`src/include/pfo_pkg.sv`:
```
// Constants, register map and types for the pulse-width and square-wave output block
package pfo_pkg;
    localparam longint CLK_HZ = 250_000_000;
    localparam longint TICK_HZ = 1_000_000;
    localparam int TICK_DIV = int'(CLK_HZ / TICK_HZ);
    localparam int DIV_W = 8;
    localparam logic [DIV_W-1:0] DIV_LAST = DIV_W'(TICK_DIV - 1);
    localparam longint SQ_MAX_HZ = 4_000_000;
    localparam int PHASE_W = 32;
    localparam logic [PHASE_W-1:0] SQ_MAX_INC = PHASE_W'((SQ_MAX_HZ << PHASE_W) / CLK_HZ);

    localparam int NPIN = 16;
    localparam int CNT_W = 16;
    localparam int ADDR_W = 8;
    localparam int DATA_W = 32;

    localparam logic [ADDR_W-1:0] CTRL_ADDR = 8'h00;
    localparam logic [ADDR_W-1:0] MODE_ADDR = 8'h04;
    localparam logic [ADDR_W-1:0] LEVEL_ADDR = 8'h08;
    localparam logic [ADDR_W-1:0] PERIOD_ADDR = 8'h0C;
    localparam logic [ADDR_W-1:0] SQINC_ADDR = 8'h10;
    localparam logic [ADDR_W-1:0] PINS_ADDR = 8'h14;
    localparam logic [ADDR_W-1:0] COUNT_ADDR = 8'h18;
    localparam logic [1:0] DUTY_PAGE = 2'h1;

    localparam int CTRL_RUN_BIT = 0;
    localparam int CTRL_SYNC_BIT = 1;
    localparam int MODE_W = 2;

    localparam logic [1:0] CTRL_RST = 2'h0;
    localparam logic [CNT_W-1:0] PERIOD_MIN = 16'h0001;
    localparam logic [CNT_W-1:0] PERIOD_RST = 16'h03E8;
    localparam logic [CNT_W-1:0] DUTY_RST = 16'h8000;
    localparam logic [PHASE_W-1:0] SQINC_RST = 32'h0000_0000;

    typedef enum logic [MODE_W-1:0] {
        PFO_OFF,
        PFO_LEVEL,
        PFO_PWM,
        PFO_SQUARE
    } pfo_mode_t;
endpackage

```
`src/include/pfo_time_if.sv`:
```
// Interface joining the register block to the shared timebase
`timescale 1ns/1ns
interface pfo_time_if;
    logic run;
    logic sync;
    logic [pfo_pkg::CNT_W-1:0] periodTicks;
    logic [pfo_pkg::PHASE_W-1:0] sqInc;
    logic [pfo_pkg::CNT_W-1:0] count;
    logic wrap;
    logic [pfo_pkg::PHASE_W-1:0] phase;

    modport gen (
        input run,
        input sync,
        input periodTicks,
        input sqInc,
        output count,
        output wrap,
        output phase
    );
    modport use_side (
        output run,
        output sync,
        output periodTicks,
        output sqInc,
        input count,
        input wrap,
        input phase
    );
endinterface

```
`src/pfo_timebase.sv`:
```
// Shared 1 MHz period counter and square-wave phase accumulator
`timescale 1ns/1ns
module pfo_timebase (
    input wire logic clk,
    input wire logic rst,
    pfo_time_if.gen tb
);
    logic [pfo_pkg::DIV_W-1:0] div_reg, div_next;
    logic [pfo_pkg::CNT_W-1:0] count_reg, count_next;
    logic wrap_reg, wrap_next;
    logic [pfo_pkg::PHASE_W-1:0] phase_reg, phase_next;
    logic tick;
    logic lastStep;

    always_comb begin
        tick = (div_reg == pfo_pkg::DIV_LAST);
        lastStep = (count_reg >= tb.periodTicks - pfo_pkg::PERIOD_MIN);
        div_next = tick ? '0 : div_reg + 1'b1;
        count_next = count_reg;
        wrap_next = 1'b0;
        if (tick) begin
            // Period of N ticks gives 1 MHz / N, so N = 1 is the fastest
            count_next = lastStep ? '0 : count_reg + 1'b1;
            wrap_next = lastStep;
        end
        // Phase MSB completes one high-low cycle at inc * clk / 2^32; inc of zero parks it
        phase_next = phase_reg + tb.sqInc;
        if (!tb.run || tb.sync) begin
            div_next = '0;
            count_next = '0;
            wrap_next = 1'b0;
            phase_next = '0;
        end
    end

    always_ff @(posedge clk or posedge rst) begin
        if (rst) begin
            div_reg <= '0;
            count_reg <= '0;
            wrap_reg <= 1'b0;
            phase_reg <= '0;
        end else begin
            div_reg <= div_next;
            count_reg <= count_next;
            wrap_reg <= wrap_next;
            phase_reg <= phase_next;
        end
    end

    assign tb.count = count_reg;
    assign tb.wrap = wrap_reg;
    assign tb.phase = phase_reg;
endmodule

```
`src/pfo_top.sv`:
```
// Pulse-width and square-wave pin generator with an Avalon-MM register slave
//
// The address map and the Avalon-MM interface to the registers are this design's own decisions.
`timescale 1ns/1ns
module pfo_top (
    input wire logic clk,
    input wire logic rst,
    input wire logic [pfo_pkg::ADDR_W-1:0] avs_address,
    input wire logic avs_read,
    input wire logic avs_write,
    input wire logic [pfo_pkg::DATA_W-1:0] avs_writedata,
    input wire logic [3:0] avs_byteenable,
    output logic [pfo_pkg::DATA_W-1:0] avs_readdata,
    output logic avs_waitrequest,
    output logic [pfo_pkg::NPIN-1:0] pinOut,
    output logic [pfo_pkg::NPIN-1:0] pinOe
);
    localparam int NP = pfo_pkg::NPIN;
    localparam int CW = pfo_pkg::CNT_W;
    localparam int PW = pfo_pkg::PHASE_W;
    localparam int MW = pfo_pkg::MODE_W;

    pfo_time_if tb ();

    pfo_timebase u_timebase (
        .clk(clk),
        .rst(rst),
        .tb(tb.gen)
    );

    // Software copies of the settings
    logic [1:0] ctrl_reg;
    logic [1:0] ctrl_next;
    logic [NP*MW-1:0] mode_reg;
    logic [NP*MW-1:0] mode_next;
    logic [NP-1:0] level_reg;
    logic [NP-1:0] level_next;
    logic [CW-1:0] period_reg;
    logic [CW-1:0] period_next;
    logic [PW-1:0] sqInc_reg;
    logic [PW-1:0] sqInc_next;
    logic [CW-1:0] duty_reg [NP];
    logic [CW-1:0] duty_next [NP];

    // Active copies, taken at a period boundary, on a restart or while stopped, so a running period or duty change never cuts a PWM pulse short
    logic [CW-1:0] periodAct_reg;
    logic [CW-1:0] periodAct_next;
    logic [CW-1:0] dutyAct_reg [NP];
    logic [CW-1:0] dutyAct_next [NP];

    // Bus handshake state
    logic wait_reg;
    logic wait_next;
    logic [pfo_pkg::DATA_W-1:0] rdata_reg;
    logic [pfo_pkg::DATA_W-1:0] rdata_next;

    // Pin stage
    logic [NP-1:0] pin_reg;
    logic [NP-1:0] pin_next;
    logic [NP-1:0] oe_reg;
    logic [NP-1:0] oe_next;

    logic request;
    logic commit;
    logic wrEn;
    logic dutyHit;
    logic [3:0] dutyIdx;
    logic [pfo_pkg::DATA_W-1:0] readMux;

    function automatic logic [pfo_pkg::DATA_W-1:0] merge_bytes(
        input logic [pfo_pkg::DATA_W-1:0] old,
        input logic [pfo_pkg::DATA_W-1:0] data,
        input logic [3:0] be
    );
        logic [pfo_pkg::DATA_W-1:0] res;
        res = old;
        for (int b = 0; b < 4; b++) begin
            if (be[b]) begin
                res[b*8 +: 8] = data[b*8 +: 8];
            end
        end
        return res;
    endfunction

    assign tb.run = ctrl_reg[pfo_pkg::CTRL_RUN_BIT];
    assign tb.sync = ctrl_reg[pfo_pkg::CTRL_SYNC_BIT];
    assign tb.periodTicks = periodAct_reg;
    assign tb.sqInc = sqInc_reg;

    // Each access holds waitrequest for one cycle, then completes on the next edge
    always_comb begin
        request = avs_read || avs_write;
        commit = request && !wait_reg;
        wrEn = commit && avs_write;
        dutyHit = (avs_address[7:6] == pfo_pkg::DUTY_PAGE);
        dutyIdx = avs_address[5:2];
        wait_next = 1'b1;
        if (request && wait_reg) begin
            wait_next = 1'b0;
        end
    end

    always_comb begin
        readMux = '0;
        if (dutyHit) begin
            readMux = {{(pfo_pkg::DATA_W-CW){1'b0}}, duty_reg[dutyIdx]};
        end else begin
            unique case (avs_address)
                pfo_pkg::CTRL_ADDR: begin
                    readMux = {30'h0000_0000, ctrl_reg};
                end
                pfo_pkg::MODE_ADDR: begin
                    readMux = mode_reg;
                end
                pfo_pkg::LEVEL_ADDR: begin
                    readMux = {16'h0000, level_reg};
                end
                pfo_pkg::PERIOD_ADDR: begin
                    readMux = {16'h0000, period_reg};
                end
                pfo_pkg::SQINC_ADDR: begin
                    readMux = sqInc_reg;
                end
                pfo_pkg::PINS_ADDR: begin
                    readMux = {oe_reg, pin_reg};
                end
                pfo_pkg::COUNT_ADDR: begin
                    readMux = {16'h0000, tb.count};
                end
                default: begin
                    readMux = '0;
                end
            endcase
        end
        // Loaded on the taking edge so the word already stands when waitrequest is seen low
        rdata_next = rdata_reg;
        if (request && wait_reg && avs_read) begin
            rdata_next = readMux;
        end
    end

    // Register writes
    always_comb begin
        logic [pfo_pkg::DATA_W-1:0] merged;
        merged = '0;
        ctrl_next = ctrl_reg;
        mode_next = mode_reg;
        level_next = level_reg;
        period_next = period_reg;
        sqInc_next = sqInc_reg;
        for (int i = 0; i < NP; i++) begin
            duty_next[i] = duty_reg[i];
        end
        // Restart request lasts one cycle
        ctrl_next[pfo_pkg::CTRL_SYNC_BIT] = 1'b0;
        if (wrEn) begin
            if (dutyHit) begin
                merged = merge_bytes({16'h0000, duty_reg[dutyIdx]}, avs_writedata, avs_byteenable);
                duty_next[dutyIdx] = merged[CW-1:0];
            end else begin
                unique case (avs_address)
                    pfo_pkg::CTRL_ADDR: begin
                        merged = merge_bytes({30'h0000_0000, ctrl_reg}, avs_writedata, avs_byteenable);
                        ctrl_next = merged[1:0];
                    end
                    pfo_pkg::MODE_ADDR: begin
                        mode_next = merge_bytes(mode_reg, avs_writedata, avs_byteenable);
                    end
                    pfo_pkg::LEVEL_ADDR: begin
                        merged = merge_bytes({16'h0000, level_reg}, avs_writedata, avs_byteenable);
                        level_next = merged[NP-1:0];
                    end
                    pfo_pkg::PERIOD_ADDR: begin
                        merged = merge_bytes({16'h0000, period_reg}, avs_writedata, avs_byteenable);
                        // Zero would stretch the period to 65536 ticks; one tick is already 1 MHz
                        if (merged[CW-1:0] < pfo_pkg::PERIOD_MIN) begin
                            period_next = pfo_pkg::PERIOD_MIN;
                        end else begin
                            period_next = merged[CW-1:0];
                        end
                    end
                    pfo_pkg::SQINC_ADDR: begin
                        merged = merge_bytes(sqInc_reg, avs_writedata, avs_byteenable);
                        if (merged > pfo_pkg::SQ_MAX_INC) begin
                            sqInc_next = pfo_pkg::SQ_MAX_INC;
                        end else begin
                            sqInc_next = merged;
                        end
                    end
                    default: merged = '0;
                endcase
            end
        end
    end

    // Active settings follow the software copies at a period end or while stopped
    always_comb begin
        periodAct_next = periodAct_reg;
        for (int i = 0; i < NP; i++) begin
            dutyAct_next[i] = dutyAct_reg[i];
        end
        if (tb.wrap || !tb.run || tb.sync) begin
            periodAct_next = period_reg;
            for (int i = 0; i < NP; i++) begin
                dutyAct_next[i] = duty_reg[i];
            end
        end
    end

    // Per-pin routing and compare
    genvar g;
    generate
        for (g = 0; g < NP; g++) begin : gPin
            pfo_pkg::pfo_mode_t mode;
            logic pwmLevel;
            logic sqLevel;
            assign mode = pfo_pkg::pfo_mode_t'(mode_reg[g*MW +: MW]);
            // Count runs 0..N-1: duty 0 never high, duty >= N always high
            assign pwmLevel = tb.run && (tb.count < dutyAct_reg[g]);
            // Shared phase, own threshold; the reset threshold is half a turn
            assign sqLevel = tb.run && (tb.phase[PW-1 -: CW] < dutyAct_reg[g]);
            always_comb begin
                unique case (mode)
                    pfo_pkg::PFO_OFF: begin
                        pin_next[g] = 1'b0;
                        oe_next[g] = 1'b0;
                    end
                    pfo_pkg::PFO_LEVEL: begin
                        pin_next[g] = level_reg[g];
                        oe_next[g] = 1'b1;
                    end
                    pfo_pkg::PFO_PWM: begin
                        pin_next[g] = pwmLevel;
                        oe_next[g] = 1'b1;
                    end
                    pfo_pkg::PFO_SQUARE: begin
                        pin_next[g] = sqLevel;
                        oe_next[g] = 1'b1;
                    end
                endcase
            end
        end
    endgenerate

    // Software settings
    always_ff @(posedge clk or posedge rst) begin
        if (rst) begin
            ctrl_reg <= pfo_pkg::CTRL_RST;
            mode_reg <= '0;
            level_reg <= '0;
            period_reg <= pfo_pkg::PERIOD_RST;
            sqInc_reg <= pfo_pkg::SQINC_RST;
            for (int i = 0; i < NP; i++) begin
                duty_reg[i] <= pfo_pkg::DUTY_RST;
            end
        end else begin
            ctrl_reg <= ctrl_next;
            mode_reg <= mode_next;
            level_reg <= level_next;
            period_reg <= period_next;
            sqInc_reg <= sqInc_next;
            for (int i = 0; i < NP; i++) begin
                duty_reg[i] <= duty_next[i];
            end
        end
    end

    // Active copies
    always_ff @(posedge clk or posedge rst) begin
        if (rst) begin
            periodAct_reg <= pfo_pkg::PERIOD_RST;
            for (int i = 0; i < NP; i++) begin
                dutyAct_reg[i] <= pfo_pkg::DUTY_RST;
            end
        end else begin
            periodAct_reg <= periodAct_next;
            for (int i = 0; i < NP; i++) begin
                dutyAct_reg[i] <= dutyAct_next[i];
            end
        end
    end

    // Bus handshake; waitrequest stands high in reset so nothing is taken early
    always_ff @(posedge clk or posedge rst) begin
        if (rst) begin
            wait_reg <= 1'b1;
            rdata_reg <= '0;
        end else begin
            wait_reg <= wait_next;
            rdata_reg <= rdata_next;
        end
    end

    always_ff @(posedge clk or posedge rst) begin
        if (rst) begin
            pin_reg <= '0;
            oe_reg <= '0;
        end else begin
            pin_reg <= pin_next;
            oe_reg <= oe_next;
        end
    end

    assign avs_readdata = rdata_reg;
    assign avs_waitrequest = wait_reg;
    assign pinOut = pin_reg;
    assign pinOe = oe_reg;
endmodule

```
`config.mk`:
```
export PLATFORM = sky130hd
export DESIGN_NAME = pfo_top
export DESIGN_NICKNAME = d
export VERILOG_FILES = /design/src/include/pfo_pkg.sv /design/src/include/pfo_time_if.sv /design/src/pfo_timebase.sv /design/src/pfo_top.sv
export SDC_FILE = /design/constraint.sdc
export NUM_CORES = 2
export LEC_CHECK = 0
export ABC_AREA = 1
export BUFFER_PORTS_ARGS = -buffer_cell sky130_fd_sc_hd__buf_4
export CORE_MARGIN = 8
export CORE_UTILIZATION = 37
export DETAILED_ROUTE_END_ITERATION = 8
export GPL_TIMING_DRIVEN = 0
export MAX_ROUTING_LAYER = met4
export PLACE_DENSITY = 0.52
export SYNTH_ARGS = -nofsm -noshare
export SYNTH_HDL_FRONTEND = slang
export SYNTH_SLANG_ARGS = --single-unit
```
`constraint.sdc`:
```
create_clock -name clk -period 68 [get_ports clk]
set_clock_uncertainty 0.2 [all_clocks]
set_input_delay 13.6 -clock clk [delete_from_list [all_inputs] [get_ports clk]]
set_output_delay 13.6 -clock clk [all_outputs]
set_load 0.01 [all_outputs]
```
==> out/summary.txt <==
HP Class - flop to flop
P&R area growth vs syn - 14.70%
DR vias - 42750
Fmax - 60.71 MHz
Critical path arrival - 16.86 ns
Clock H-tree levels - 3
I/O Pins - 113
Site Rows - 130
Synthesized flop and latch total - 748
Relative slew slack - 16.97%
Overall Global Routing Usage - 28.56%
Tot Pwr - 1.138 mW
Met2 usage - 42.93%
Wire length per cell - 24.04 um
Full die area - 137300 sq um
CTS tree - built
Critical Path End Type - flop
Die Y - 370.5 um
Clock sink count - 748
Asr flop ratio synth - 100.0%
Clock Tree Buf Depth - 3
Commonest non-fill, non-tap cell in the layout - nand2_1
Final ANT Viol Nets - 0
Initial antenna violation count - 6
Synth Instances - 6125
Post-Syn Nets - 6705
Layout net count - 6946
Unique masters post-synth - 48
Yosys warns - 0
First-pass GRT wire length - 279.1 mm
Post-synth top flop - dfrtp_1
Drt drc - 0
Final WL - 194.6 mm
Fin. max-slew vios - 0
Min cycle time layout - 16.47 ns
Outcome - finished clean
Critical path type - input pin to flop
Total core area - 125200 sq um
First drt pass iteration count - 6
Number of max-cap violations - 0
Seq/Total Area, Yosys - 40.38%
Compound-Gate Fraction of Synth Area - 12.87%
Initial drt markers - 4657
Xor and xnor fraction of the mapped netlist area - 0.4709%
Most frequent cells in the layout - nand2_1, inv_1, dfrtp_1, o21ai_0, ha_1
Synth Cell Area - 46500 sq um
Largest family of logic cells by synthesized area - simple AND/OR/NAND/NOR gates
Final setup fails - 0
Share of layout cells above drive strength 1 - 9.345%
CP required - 68.39 ns
Fraction of the cycle the final worst path needs - 24.22%
Met1 Use GR - 38.48%
Vias per cell - 5.281
Clk_lat worst skew - 0.72 ns
Postcts setup bufs - 0
Mux contribution to synthesized area - 0.04306%
Largest net degree at the start of global routing - 121
Unrepaired setup endpoints after global routing - no
Multi-input combinational cell area - 23550 sq um
Hold_buf cts - 0
CTS buffer count - 91
Worst-path clk slew - 0.06 ns
Dpl hpwl - 148.3 mm
Worst vdd ir - 0.02199 mV
Setup TNS - 0 ns
Final hold violations - 0
Gr ovfl total - 0
Seq. cell area - 18810 sq um
Simple-gate share of the synthesized area - 22.93%
Die Width - 370.5 um
# port buffers - 111
Final core utilization - 42.58%
PostCTS Resize Cnt - 0
Fillers - 12930
GR Util met3 - 4.861%
Mean Syn Cell Area - 7.591 sq um
CP Launch Type - input pin
Placer Congestion - 0.9959
Slew @ Worst Pin - 1.232 ns
Max FO, Critical Path - 10
LEAKAGE - 26.83 nW
Number of flops mapped to enable cells by yosys - 0
GRT busiest layer - met2
Cell area power density - 21.34 nW/um^2
Starting Density - 37.12%
Vias in the first global route - 40570
Root buffer cell - clkbuf_16
Post-Synth Adder-Cell Area - 14.33%
[cells in the mapped netlist, drive strengths merged (15+ instances only)]
cell | number | share of area [%]
nand2 | 2002 | 16
inv | 850 | 6.9
dfrtp | 703 | 38
o21ai | 590 | 6.5
ha | 531 | 14
nor2 | 390 | 3.4
a21oi | 340 | 3.7
o22ai | 142 | 1.9
buf | 134 | 1.6
nand3 | 98 | 1.1
nor3 | 62 | 0.70
clkbuf | 58 | 0.47
nand4 | 52 | 0.70
dfstp | 45 | 2.5
o21a | 30 | 0.48
nand3b | 27 | 0.44
or2 | 20 | 0.27
xor2 | 15 | 0.28
[stage by stage]
stage / instances / cell area [sq um] / worst slack [ns] / hold slack [ns]
final: 8095 / 53330 / 51.53 / 0.2663
after CTS: 8092 / 53320 / 51.68 / 0.2679
after global placement: 7886 / 49390 / 23.16 / 0.2556
after floorplan: 6125 / 46500 / 33.28 / 0.2470
after global routing: 8095 / 53330 / 51.52 / 0.2789
after detailed placement: 7923 / 50280 / 50.93 / 0.2573
[worst paths after layout]
| kind | from | to | cells after the start | slack, ns |
|---|---|---|---|---|
| max | avs_address[2] | duty_reg[40] | 11 | 51.53 |
| min | duty_reg[239] | duty_reg[239] | 2 | 0.27 |
| max reg2reg | periodAct_reg[0] | u_timebase.tb.count[5] | 19 | 64.48 |
| min reg2reg | duty_reg[239] | duty_reg[239] | 2 | 0.27 |
| max in group asynchronous | rst | u_timebase.tb.phase[24] | 6 | 52.14 |
| min in group asynchronous | rst | dutyAct_reg[194] | 2 | 12.72 |
[power breakdown]
part | switching, mW | total, mW | internal (mW)
logic | 0.112 | 0.155 | 0.0429
clock network | 0.214 | 0.506 | 0.292
registers | 0.0119 | 0.477 | 0.465
[layout make-up]
type | instances | area share, %
Timing Repair Buffer | 148 | 3.139
Inverter | 851 | 6.004
Clock inverter | 33 | 0.7719
Buffer | 192 | 1.839
Tap cell | 1650 | 3.871
Sequential cell | 748 | 35.28
Clock buffer | 136 | 4.927
Antenna cell | 3 | 0.01408
Multi-Input combinational cell | 4334 | 44.16
[routing by layer]
layer / vias up / part of all wire, % / routed length [um]
met5: - / 0 / 0
met4: 0 / 4.6 / 8916
met3: 338 / 7.6 / 14830
met2: 1590 / 44 / 85350
met1: 20640 / 44 / 85480
li1: 20180 / - / -
[cells by family (layout without fill, tap and decap cells)]
family                     after synthesis  count (layout)
other                                    0               3
buffers and inverters                 1043            1360
muxes                                    2               2
and+or+nand+nor                       2657            2657
AOI/OAI and AO/OA                     1118            1118
xor gates and xnor gates                25              25
adders and majority gates              532             532
DFF                                    748             748
[worst max-delay path, cell delays in order]
cell and delay, ns:
buf_4 0.15, nand2_2 0.11, clkbuf_1 0.84, o22ai_1 0.30, o21ai_0 0.58, nand2_1 0.11, nor2_1 0.34, o21ai_2 0.34
buf_4 0.33, nand2_1 0.09, nand2_1 0.04
Power figures use the tool's default switching activity.
